## config.mk

```make
export PLATFORM = sky130hd
export DESIGN_NAME = sfs_supervisor
export DESIGN_NICKNAME = d
export VERILOG_FILES = /design/src/hdl/sfs_pkg.sv /design/src/hdl/sfs_supervisor.sv
export SDC_FILE = /design/constraint.sdc
export NUM_CORES = 1
export LEC_CHECK = 0
export BUFFER_PORTS_ARGS = -buffer_cell sky130_fd_sc_hd__buf_2
export CORE_MARGIN = 10
export CORE_UTILIZATION = 52
export DETAILED_ROUTE_END_ITERATION = 8
export HOLD_SLACK_MARGIN = 0.05
export PLACE_DENSITY_LB_ADDON = 0.3
export SYNTH_ARGS = -nofsm -noshare
export SYNTH_HDL_FRONTEND = slang
export SYNTH_SLANG_ARGS = --single-unit
```

## constraint.sdc

```tcl
create_clock -name sys_clk_i -period 4.8 [get_ports sys_clk_i]
set_input_delay 0.48 -clock sys_clk_i [delete_from_list [all_inputs] [get_ports sys_clk_i]]
set_output_delay 0.48 -clock sys_clk_i [all_outputs]
set_load 0.02 [all_outputs]
```

## src/hdl/sfs_pkg.sv

```systemverilog
// Constants, types and register layout of the supply fault supervisor.
package sfs_pkg;

    localparam int CLK_PERIOD_NS = 5;
    localparam int BATT_FILT_NS = 10000;
    localparam int BATT_FILT_CYC =
        (BATT_FILT_NS + CLK_PERIOD_NS - 1) / CLK_PERIOD_NS;
    localparam int IO_SC_NS = 10000;
    localparam int IO_SC_CYC = (IO_SC_NS + CLK_PERIOD_NS - 1) / CLK_PERIOD_NS;
    localparam int RESET_DELAY_NS = 10000;
    localparam int RESET_DELAY_CYC =
        (RESET_DELAY_NS + CLK_PERIOD_NS - 1) / CLK_PERIOD_NS;
    localparam int MAIN_SUPPLY_SHUTDOWN_FLAG_HOLD_MS = 1000;
    localparam int MAIN_SUPPLY_SHUTDOWN_FLAG_HOLD_CYC = MAIN_SUPPLY_SHUTDOWN_FLAG_HOLD_MS * 1000000 / CLK_PERIOD_NS;
    localparam logic [2:0] RPT_UV_LAST = 3'h3;

    localparam logic [7:0] ADDR_CTRL = 8'h00;
    localparam logic [7:0] ADDR_FLAGS = 8'h04;
    localparam logic [7:0] ADDR_LIVE = 8'h08;
    localparam logic [7:0] ADDR_CMD = 8'h0c;

    localparam int CTRL_W = 11;
    localparam logic [CTRL_W-1:0] CTRL_RESET = 11'h000;
    localparam int C_BMON_EN = 0;
    localparam int C_BTHR_LSB = 1;
    localparam int C_BST_CUT = 3;
    localparam int C_OV_RST = 4;
    localparam int C_EXT_ON = 5;
    localparam int C_BST_EN = 6;
    localparam int C_CAN_LSB = 7;

    localparam int FLAG_W = 17;
    localparam logic [FLAG_W-1:0] FLAGS_RESET = 17'h00000;
    localparam int F_BATT = 0;
    localparam int F_BCUT = 1;
    localparam int F_WARN = 2;
    localparam int F_IOUV = 3;
    localparam int F_RPTFS = 4;
    localparam int F_IOOV = 5;
    localparam int F_SC = 6;
    localparam int F_REGUV = 7;
    localparam int F_EXTOT = 8;
    localparam int F_PERIPH = 9;
    localparam int F_MAINSD = 10;
    localparam int F_MAINOT = 11;
    localparam int F_BOOT = 12;
    localparam int F_CANF_LSB = 13;

    localparam int CMD_MODE_LSB = 0;
    localparam int CMD_MODE_GO = 2;
    localparam int CMD_SOFT_RST = 3;
    localparam logic [1:0] REQ_NORMAL = 2'h0;
    localparam logic [1:0] REQ_STOP = 2'h1;
    localparam logic [1:0] REQ_SLEEP = 2'h2;

    typedef enum logic [5:0] {
        MODE_INIT = 6'h01,
        MODE_NORMAL = 6'h02,
        MODE_STOP = 6'h04,
        MODE_SLEEP = 6'h08,
        MODE_RESTART = 6'h10,
        MODE_FAILSAFE = 6'h20
    } sfs_mode_t;

    typedef struct packed {
        logic psel;
        logic penable;
        logic pwrite;
        logic [7:0] paddr;
        logic [31:0] pwdata;
    } sfs_apb_req_t;

    typedef struct packed {
        logic batt_below;
        logic boost_off_cross;
        logic boost_on_cross;
        logic io_warn;
        logic io_uv;
        logic io_ov;
        logic vs_uv;
        logic ext_reg_uv;
        logic main_reg_uv;
        logic reg_ramping;
        logic ext_tsd;
        logic main_tsd;
        logic boost_tsd;
        logic [3:0] can_tsd;
        logic wake;
    } sfs_fault_t;

endpackage : sfs_pkg

```

## src/hdl/sfs_supervisor.sv

```systemverilog
// Supply fault supervisor: battery, I/O supply, regulator and thermal faults.
//
// The APB slave port and the register addresses were decided locally.
`timescale 1ns/10ps

// Functional notes
// - Filtered battery-low crossing sets the latched flag and pulls interrupt low.
// - Software clears the battery-low latch only once battery is above threshold.
// - A live bit mirrors the battery comparator output.
// - Monitoring runs when enabled in Normal, Stop or Restart; four thresholds.
// - The battery comparator is debounced for a fixed filter time.
// - Cutoff enabled and off-threshold crossed: boost off, cutoff flag set.
// - Boost returns at the on-threshold; cutoff flag stays until cleared.
// - I/O prewarning only sets its warning flag.
// - I/O undervoltage: reset low, flag set, Restart; only the flag in Fail-Safe, nothing in Sleep.
// - Count consecutive I/O undervoltage in Init, Normal, Stop with main supply good.
// - Fourth consecutive undervoltage enters Fail-Safe and sets its flag.
// - Counter clears on Fail-Safe entry, undervoltage flag clear or soft reset.
// - Overvoltage, reset bit, config 1/3: Restart, fail on, back to Normal.
// - Overvoltage, reset bit, config 2/4: Fail-Safe and fail output on.
// - Overvoltage without reset bit only sets the overvoltage flag.
// - Long I/O undervoltage: short flag, Fail-Safe, main regulator off; external one too with config pin high.
// - Short-circuit Fail-Safe is left only on a wake event.
// - Regulator undervoltage flag per config pin, not during ramping, cleared by software.
// - External regulator overheat clears its on bit and sets two flags.
// - CAN overheat turns off only that transmitter and sets its flags.
// - Main regulator overheat: Fail-Safe held for the hold time, wake sources on.
// - Boost overheat clears boost enable; shutdown flags clear after condition.
module sfs_supervisor #(
    parameter int unsigned MAIN_SUPPLY_SHUTDOWN_FLAG_HOLD = sfs_pkg::MAIN_SUPPLY_SHUTDOWN_FLAG_HOLD_CYC
) (
    input wire logic sys_clk_i,
    input wire logic rst_i,
    input wire sfs_pkg::sfs_apb_req_t apb_i,
    output logic pready_o,
    output logic pslverr_o,
    output logic [31:0] prdata_o,
    input wire sfs_pkg::sfs_fault_t fault_i,
    input wire logic supply_config_pin_i,
    input wire logic [1:0] sys_config_i,
    output logic interrupt_out_n_o,
    output logic reset_out_n_o,
    output logic fail_output_o,
    output logic boost_en_o,
    output logic main_regulator_en_o,
    output logic external_regulator_en_o,
    output logic [3:0] can_tx_en_o,
    output logic wake_src_en_o,
    output logic [1:0] battery_threshold_select_o,
    output logic [5:0] mode_o
);
    import sfs_pkg::*;

    function automatic logic mapped(input logic [7:0] a);
        mapped = (a == ADDR_CTRL) || (a == ADDR_FLAGS) ||
                 (a == ADDR_LIVE) || (a == ADDR_CMD);
    endfunction : mapped

    sfs_mode_t mode;
    sfs_mode_t next_mode;
    logic [CTRL_W-1:0] ctrl;
    logic [FLAG_W-1:0] flags;
    logic [FLAG_W-1:0] flag_set;
    logic [FLAG_W-1:0] flag_clr;
    logic battery_low_live;
    logic batt_filt;
    logic [15:0] filt_cnt;
    logic cut_act;
    logic io_uv_q;
    logic io_ov_q;
    logic io_warn_q;
    logic [2:0] rpt_cnt;
    logic [15:0] sc_cnt;
    logic sc_done;
    logic main_off;
    logic fo_latch;
    logic [31:0] rd_cnt;
    logic [31:0] hold_cnt;
    logic acc;
    logic wr;
    logic mon_on;
    logic filt_rise;
    logic uv_ev;
    logic ov_ev;
    logic cnt_ok;
    logic rpt_fs;
    logic sc_ev;
    logic ov_rst_hit;
    logic ov_fs;
    logic ov_restart;
    logic go_fs;
    logic go_rst;
    logic soft_rst;
    logic cmd_go;
    logic uv_clr_eff;
    logic hold_done;
    logic reg_uv_src;
    logic periph_tsd;
    logic mainsd_cond;

    assign acc = apb_i.psel && apb_i.penable;
    assign wr = acc && apb_i.pwrite;
    assign pready_o = 1'b1;
    assign pslverr_o = acc && !mapped(apb_i.paddr);
    assign cmd_go = wr && apb_i.paddr == ADDR_CMD &&
                    apb_i.pwdata[CMD_MODE_GO];
    assign soft_rst = wr && apb_i.paddr == ADDR_CMD &&
                      apb_i.pwdata[CMD_SOFT_RST];

    // Read data is captured in the setup phase so pready can stay high.
    always_ff @(posedge sys_clk_i or posedge rst_i)
    begin
        if (rst_i)
            prdata_o <= 32'h0000_0000;
        else if (apb_i.psel && !apb_i.penable)
        begin
            unique case (apb_i.paddr)
                ADDR_CTRL: prdata_o <= {21'h000000, ctrl};
                ADDR_FLAGS: prdata_o <= {15'h0000, flags};
                ADDR_LIVE: prdata_o <= {22'h000000, mode, rpt_cnt,
                                        battery_low_live};
                default: prdata_o <= 32'h0000_0000;
            endcase
        end
    end

    assign mon_on = ctrl[C_BMON_EN] &&
        (mode == MODE_NORMAL || mode == MODE_STOP || mode == MODE_RESTART);

    always_ff @(posedge sys_clk_i or posedge rst_i)
    begin
        if (rst_i)
            battery_low_live <= 1'b0;
        else
            battery_low_live <= fault_i.batt_below;
    end

    // The filter restarts on every bounce, so a chattering comparator never
    // raises an interrupt until it settles for the full filter time.
    assign filt_rise = mon_on && fault_i.batt_below && !batt_filt &&
                       filt_cnt == 16'(BATT_FILT_CYC - 1);
    always_ff @(posedge sys_clk_i or posedge rst_i)
    begin
        if (rst_i)
        begin
            batt_filt <= 1'b0;
            filt_cnt <= 16'h0000;
        end
        else if (!mon_on)
        begin
            batt_filt <= 1'b0;
            filt_cnt <= 16'h0000;
        end
        else if (fault_i.batt_below == batt_filt)
            filt_cnt <= 16'h0000;
        else if (filt_cnt == 16'(BATT_FILT_CYC - 1))
        begin
            batt_filt <= fault_i.batt_below;
            filt_cnt <= 16'h0000;
        end
        else
            filt_cnt <= filt_cnt + 16'h0001;
    end

    always_ff @(posedge sys_clk_i or posedge rst_i)
    begin
        if (rst_i)
            cut_act <= 1'b0;
        else if (ctrl[C_BST_CUT] && fault_i.boost_off_cross)
            cut_act <= 1'b1;
        else if (fault_i.boost_on_cross)
            cut_act <= 1'b0;
    end

    always_ff @(posedge sys_clk_i or posedge rst_i)
    begin
        if (rst_i)
        begin
            io_uv_q <= 1'b0;
            io_ov_q <= 1'b0;
            io_warn_q <= 1'b0;
        end
        else
        begin
            io_uv_q <= fault_i.io_uv;
            io_ov_q <= fault_i.io_ov;
            io_warn_q <= fault_i.io_warn;
        end
    end

    assign uv_ev = fault_i.io_uv && !io_uv_q && mode != MODE_SLEEP;
    assign ov_ev = fault_i.io_ov && !io_ov_q;
    assign cnt_ok = !fault_i.vs_uv && (mode == MODE_INIT ||
                    mode == MODE_NORMAL || mode == MODE_STOP);
    assign rpt_fs = uv_ev && cnt_ok && rpt_cnt == RPT_UV_LAST;
    assign ov_rst_hit = ov_ev && ctrl[C_OV_RST];
    assign ov_fs = ov_rst_hit && sys_config_i[0];
    assign ov_restart = ov_rst_hit && !sys_config_i[0];

    // Short-circuit timing needs the main supply and, when the config pin is
    // high, the main regulator to be good, else it would misfire on ramp.
    assign sc_ev = sc_cnt == 16'(IO_SC_CYC - 1) && !sc_done;
    always_ff @(posedge sys_clk_i or posedge rst_i)
    begin
        if (rst_i)
        begin
            sc_cnt <= 16'h0000;
            sc_done <= 1'b0;
        end
        else if (!fault_i.io_uv || fault_i.vs_uv ||
                 (supply_config_pin_i && fault_i.main_reg_uv))
        begin
            sc_cnt <= 16'h0000;
            sc_done <= 1'b0;
        end
        else if (sc_ev)
            sc_done <= 1'b1;
        else if (!sc_done)
            sc_cnt <= sc_cnt + 16'h0001;
    end

    assign go_fs = rpt_fs || sc_ev || ov_fs || fault_i.main_tsd;
    assign go_rst = uv_ev || ov_restart;

    always_ff @(posedge sys_clk_i or posedge rst_i)
    begin
        if (rst_i)
            rpt_cnt <= 3'h0;
        else if ((go_fs && mode != MODE_FAILSAFE) || uv_clr_eff || soft_rst)
            rpt_cnt <= 3'h0;
        else if (uv_ev && cnt_ok)
            rpt_cnt <= rpt_cnt + 3'h1;
    end

    always_ff @(posedge sys_clk_i or posedge rst_i)
    begin
        if (rst_i)
            hold_cnt <= 32'(MAIN_SUPPLY_SHUTDOWN_FLAG_HOLD);
        else if (fault_i.main_tsd)
            hold_cnt <= 32'h0000_0000;
        else if (!hold_done)
            hold_cnt <= hold_cnt + 32'h0000_0001;
    end
    assign hold_done = hold_cnt == 32'(MAIN_SUPPLY_SHUTDOWN_FLAG_HOLD);

    always_ff @(posedge sys_clk_i or posedge rst_i)
    begin
        if (rst_i)
            rd_cnt <= 32'h0000_0000;
        else if (mode != MODE_RESTART || go_rst)
            rd_cnt <= 32'h0000_0000;
        else if (rd_cnt != 32'(RESET_DELAY_CYC))
            rd_cnt <= rd_cnt + 32'h0000_0001;
    end

    always_comb
    begin
        next_mode = mode;
        if (go_fs)
            next_mode = MODE_FAILSAFE;
        else if (mode == MODE_FAILSAFE)
        begin
            if (fault_i.wake && hold_done)
                next_mode = MODE_RESTART;
        end
        else if (go_rst)
            next_mode = MODE_RESTART;
        else
        begin
            unique case (mode)
                MODE_RESTART:
                    if (rd_cnt == 32'(RESET_DELAY_CYC) && !fault_i.io_uv)
                        next_mode = MODE_NORMAL;
                MODE_SLEEP:
                    if (fault_i.wake)
                        next_mode = MODE_RESTART;
                MODE_INIT, MODE_NORMAL, MODE_STOP:
                    if (cmd_go)
                    begin
                        unique case (apb_i.pwdata[CMD_MODE_LSB +: 2])
                            REQ_NORMAL: next_mode = MODE_NORMAL;
                            REQ_STOP: next_mode = MODE_STOP;
                            REQ_SLEEP:
                                if (mode != MODE_INIT)
                                    next_mode = MODE_SLEEP;
                            default: next_mode = mode;
                        endcase
                    end
                default: next_mode = mode;
            endcase
        end
    end

    always_ff @(posedge sys_clk_i or posedge rst_i)
    begin
        if (rst_i)
        begin
            mode <= MODE_INIT;
            reset_out_n_o <= 1'b0;
        end
        else
        begin
            mode <= next_mode;
            reset_out_n_o <= next_mode != MODE_RESTART &&
                             next_mode != MODE_INIT;
        end
    end

    // Software enables are writable; hardware clears win the same cycle.
    always_ff @(posedge sys_clk_i or posedge rst_i)
    begin
        if (rst_i)
            ctrl <= CTRL_RESET;
        else
        begin
            if (wr && apb_i.paddr == ADDR_CTRL)
                ctrl <= apb_i.pwdata[CTRL_W-1:0];
            if (ov_restart)
                ctrl[C_OV_RST] <= 1'b0;
            if (fault_i.ext_tsd)
                ctrl[C_EXT_ON] <= 1'b0;
            if (fault_i.boost_tsd)
                ctrl[C_BST_EN] <= 1'b0;
        end
    end

    assign reg_uv_src = supply_config_pin_i ? fault_i.main_reg_uv
                                            : fault_i.ext_reg_uv;
    assign periph_tsd = (fault_i.ext_tsd && !supply_config_pin_i) ||
                        fault_i.boost_tsd || (|fault_i.can_tsd);
    assign mainsd_cond = fault_i.main_tsd ||
                         (fault_i.ext_tsd && supply_config_pin_i);

    always_comb
    begin
        flag_set = '0;
        flag_set[F_BATT] = filt_rise;
        flag_set[F_BCUT] = ctrl[C_BST_CUT] && fault_i.boost_off_cross;
        flag_set[F_WARN] = fault_i.io_warn && !io_warn_q &&
                           mode != MODE_SLEEP;
        flag_set[F_IOUV] = uv_ev;
        flag_set[F_RPTFS] = rpt_fs;
        flag_set[F_IOOV] = ov_ev;
        flag_set[F_SC] = sc_ev;
        flag_set[F_REGUV] = reg_uv_src && !fault_i.reg_ramping;
        flag_set[F_EXTOT] = fault_i.ext_tsd;
        flag_set[F_PERIPH] = periph_tsd;
        flag_set[F_MAINSD] = mainsd_cond;
        flag_set[F_MAINOT] = fault_i.main_tsd;
        flag_set[F_BOOT] = fault_i.boost_tsd;
        flag_set[F_CANF_LSB +: 4] = fault_i.can_tsd;
        flag_clr = '0;
        if (wr && apb_i.paddr == ADDR_FLAGS)
            flag_clr = apb_i.pwdata[FLAG_W-1:0];
        if (fault_i.batt_below)
            flag_clr[F_BATT] = 1'b0;
        if (periph_tsd)
            flag_clr[F_PERIPH] = 1'b0;
        if (mainsd_cond)
            flag_clr[F_MAINSD] = 1'b0;
    end

    assign uv_clr_eff = flag_clr[F_IOUV] && !flag_set[F_IOUV];

    always_ff @(posedge sys_clk_i or posedge rst_i)
    begin
        if (rst_i)
            flags <= FLAGS_RESET;
        else
            flags <= (flags & ~flag_clr) | flag_set;
    end

    // The fail output raised by an overvoltage reset stays on until software
    // acknowledges the overvoltage flag.
    always_ff @(posedge sys_clk_i or posedge rst_i)
    begin
        if (rst_i)
        begin
            fo_latch <= 1'b0;
            main_off <= 1'b0;
        end
        else
        begin
            if (ov_rst_hit)
                fo_latch <= 1'b1;
            else if (flag_clr[F_IOOV] && !ov_ev)
                fo_latch <= 1'b0;
            if (sc_ev)
                main_off <= 1'b1;
            else if (mode == MODE_FAILSAFE && next_mode != MODE_FAILSAFE)
                main_off <= 1'b0;
        end
    end

    always_ff @(posedge sys_clk_i or posedge rst_i)
    begin
        if (rst_i)
        begin
            fail_output_o <= 1'b0;
            boost_en_o <= 1'b0;
            main_regulator_en_o <= 1'b1;
            external_regulator_en_o <= 1'b0;
            can_tx_en_o <= 4'h0;
            wake_src_en_o <= 1'b0;
            interrupt_out_n_o <= 1'b1;
            battery_threshold_select_o <= 2'h0;
        end
        else
        begin
            fail_output_o <= next_mode == MODE_FAILSAFE ||
                             ov_rst_hit || fo_latch;
            boost_en_o <= ctrl[C_BST_EN] && !fault_i.boost_tsd &&
                          !(cut_act || flag_set[F_BCUT]);
            main_regulator_en_o <= !(main_off || sc_ev);
            external_regulator_en_o <= ctrl[C_EXT_ON] &&
                !fault_i.ext_tsd &&
                !(supply_config_pin_i && (main_off || sc_ev));
            can_tx_en_o <= ctrl[C_CAN_LSB +: 4] & ~fault_i.can_tsd;
            wake_src_en_o <= next_mode == MODE_FAILSAFE;
            interrupt_out_n_o <= !(flags[F_BATT] || filt_rise);
            battery_threshold_select_o <= ctrl[C_BTHR_LSB +: 2];
        end
    end

    assign mode_o = mode;
endmodule : sfs_supervisor

```

==> impl_results.md <==
* Status: finished clean
* Top_reg_cell synth: dfrtp_1
* Startpoint Class: flip-flop
* RSZ-0062 raised after global routing: false
* Critical path cell sequence: nor4_1 -> a311oi_1 -> nor4bb_1 -> o21ai_0 -> o211ai_1 -> mux2i_1 -> or4b_1
* Area leader, netlist: dfrtp_1
* Hold crit path type: in2reg
* Die width at 146 µm
* Pre-CTS WS at 1.81 ns
* Final HPWL DP at 12500 µm
* Nets at 978
* # IOs at 119
* Vias at 6080
* Diode count at 0
* Critical-path top delay cell: nor4_1
* Clock transition at path regs at 0.06 ns
* Post-synth top area share at 47.4%
* Critical Path Sink Type: flip-flop
* Mean Syn Cell Area at 10.1 µm²
* Worst skew pair latency at 0.43 ns
* DRT Pass-1 Iters at 5
* R2R Path End: reset_out_n_o
* Async set or reset register ratio after synthesis at 100%
* Worst Path Required at 5.10 ns
* Via density at 5.37
* Overall Global Routing Usage at 17.3%
* Flop2flop setup slack at 1.81 ns
* Reg-to-Reg Start: mode_o[1]
* Critical Path AT at 3.29 ns
* DIE AREA at 21400 µm²
* Seq/Total Area, Yosys at 52.2%
* EDFF count, synth at 0
* Layout area overhead at 14.2%
* Count of cell types in the netlist at 63
* Final setup margin at 1.81 ns
* CTS sink cnt at 172
* Routed Antenna Nets at 0
* Drt drc at 0
* Total gr overflow at 0
* H-Tree Level Count at 4
* Fin util at 60.0%
* Initial DRC count at 392
* Vias in the first global route at 6190
* CP max FO at 9
* First-pass GRT wire length at 30700 µm
* Wire per inst at 15.9 µm
* Crit-path max cell delay at 0.63 ns
* Worst setup path start: mode_o[1]
* WS Path Type: reg2reg
* Initial Utilization at 52.6%
* Worst Reg-to-Reg Cells at 7
* Final period util at 62.4%
* Post-Synthesis Cells at 821
* PortBufs at 86
* Ranking of synthesized cells by area: dfrtp_1, nor2_1, xor2_1
* Cts hold-fix bufs at 0
* Post-CTS setup repair buffer count at 0
* Total routed wirelength at 18100 µm
* Synth Register Bits at 172
* CTS tree: yes
* Max Fclk at 334 MHz
* Root Driver: clkbuf_16
* Pin count of the biggest net entering global routing at 173
* Power Dens Cells at 314 nW/µm²
* Leak at 0.00412 µW
* Worst-case clock buffer depth at 2
* Share of layout cells above drive strength 1 at 17.3%
* Worst-margin pin slew at 1.08 ns
* Yosys warning count at 0
* Rows at 46
* Final setup fails at 0
* PostCTS Resize Cnt at 0
* Cts bufs inserted at 17
* Crit path max-delay family: simple AND/OR/NAND/NOR gates
* Cell area after synthesis at 8290 µm²
* WHS Endpoint: io_ov_q
* Buffers and inverters on the worst path at 0
* Max-Cap Viols at 0
* Slew HR at 27.8%
* Hold Crit Start: fault_i[12]
* Hold Violations, Final at 0
* Skew final at 0.0114 ns
* Core ar. at 15800 µm²
* Filler cells at 1370
* Routability cong. at 0.836
* Final Slew Violations at 0
* Peak supply drop at 0.000257 V
* Hold Path Stages at 1
* Initial antenna violation count at 0
* Final TNS setup at 0 ns
* Die Y at 146 µm
* Min Tclk post-route at 2.99 ns
-- kinds of logic after synthesis --
group	Yosys count	share of synthesized area, %
flip-flops	172	52.2
buffers and inverters	64	3.70
AND/OR/NAND/NOR	376	22.6
adder cells (fa/ha/maj)	8	1.21
multiplexers	27	3.38
other	2	0.0906
XOR/XNOR	91	9.62
AO/OA/AOI/OAI	81	7.28
-- stage by stage --
step	hold WS [ns]	instances	area (µm²)	total power (µW)
4_1_cts	0.155	1133	9470	2990
3_5_place_dp	0.411	1101	8870	1620
3_3_place_gp	0.397	1101	8870	1620
5_1_grt	0.154	1133	9470	3070
2_1_floorplan	0.370	835	8350	1580
6_report	0.167	1133	9470	2970
-- worst max-delay path by stage --
| stage | slack [ns] | to | depth (start not counted) |
|---|---|---|---|
| finish | 1.81 | reset_out_n_o | 7 |
| global route | 1.48 | reset_out_n_o | 7 |
| CTS | 1.81 | reset_out_n_o | 8 |
| detailed placement | 1.81 | reset_out_n_o | 8 |
| global placement | 1.82 | reset_out_n_o | 8 |
| floorplan | 2.13 | reset_out_n_o | 8 |
-- report_power, final --
part / internal, µW / total [µW] / switching, µW
sequential: 1460 / 1470 / 7.52
clock: 811 / 1380 / 565
combinational: 34.6 / 125 / 90.5
-- worst reg2reg max path, stage by stage (launching register included) --
cell and delay (ns):
dfrtp_1 0.53, nor4_1 0.63, a311oi_1 0.30, nor4bb_1 0.34
o21ai_0 0.12, o211ai_1 0.26, mux2i_1 0.23, or4b_1 0.45
-- cell usage in the layout (no fill, tap or decap), types with 16 or more instances in the layout --
| master | count |
|---|---|
| nor2_1 | 138 |
| a22o_1 | 17 |
| inv_1 | 24 |
| nand2_1 | 76 |
| o21ai_0 | 20 |
| clkbuf_16 | 17 |
| mux2i_1 | 19 |
| nand3_1 | 41 |
| nand4_1 | 23 |
| xnor2_1 | 38 |
| dfrtp_1 | 157 |
| xor2_1 | 53 |
| buf_2 | 86 |
| conb_1 | 16 |
-- cells in the mapped netlist (2+ instances only) --
cell type / number
a21o_1: 12
nand3_1: 41
nor4_4: 2
nor4_1: 16
or3_1: 5
dfrtp_1: 157
and3b_1: 2
nor3_1: 15
inv_1: 25
nand2b_1: 3
a21oi_1: 9
mux2i_1: 19
and3_1: 13
o21ai_0: 20
buf_4: 16
ha_1: 8
nor4bb_1: 2
nand3b_1: 3
buf_2: 5
mux2_2: 8
or4_1: 2
a31o_2: 3
a21boi_0: 2
nand2_1: 76
a22o_1: 17
conb_1: 2
and2_1: 2
nor2_1: 138
o21ai_1: 3
or2_2: 2
and4_1: 5
nand4_1: 23
nor2b_1: 10
xor2_1: 53
xnor2_1: 38
dfstp_2: 15
clkbuf_1: 17
nor4b_1: 7
-- layout make-up --
| cell class | count | area [µm²] | share of cell area (%) |
|---|---|---|---|
| clock buffer | 23 | 478 | 5.05 |
| timing repair buffer | 89 | 465 | 4.92 |
| inverter | 25 | 97.6 | 1.03 |
| multi-input combinational | 599 | 3720 | 39.3 |
| tap | 216 | 270 | 2.85 |
| sequential | 172 | 4320 | 45.7 |
| clock inverter | 9 | 114 | 1.20 |
-- state kept, by name (all words and copies together), names as in the netlist, 2 cells and up --
| register | flops |
|---|---|
| hold_cnt | 32 |
| sc_cnt | 16 |
| ctrl | 11 |
| rpt_cnt | 3 |
| battery_threshold_select_o | 2 |
| can_tx_en_o | 4 |
| filt_cnt | 16 |
| flags | 17 |
| rd_cnt | 32 |
| prdata_o | 17 |
| mode_o | 6 |
-- layer usage --
layer  vias to the layer above  part of all wire [%]  GRT usage (%)
met3                        22                   5.4           5.28
li1                       2944                     -              -
met2                       140                    46           26.4
met5                         -                     0              0
met4                         0                   1.5           5.51
met1                      2974                    47           23.0
(Power assumes the default switching activity.)
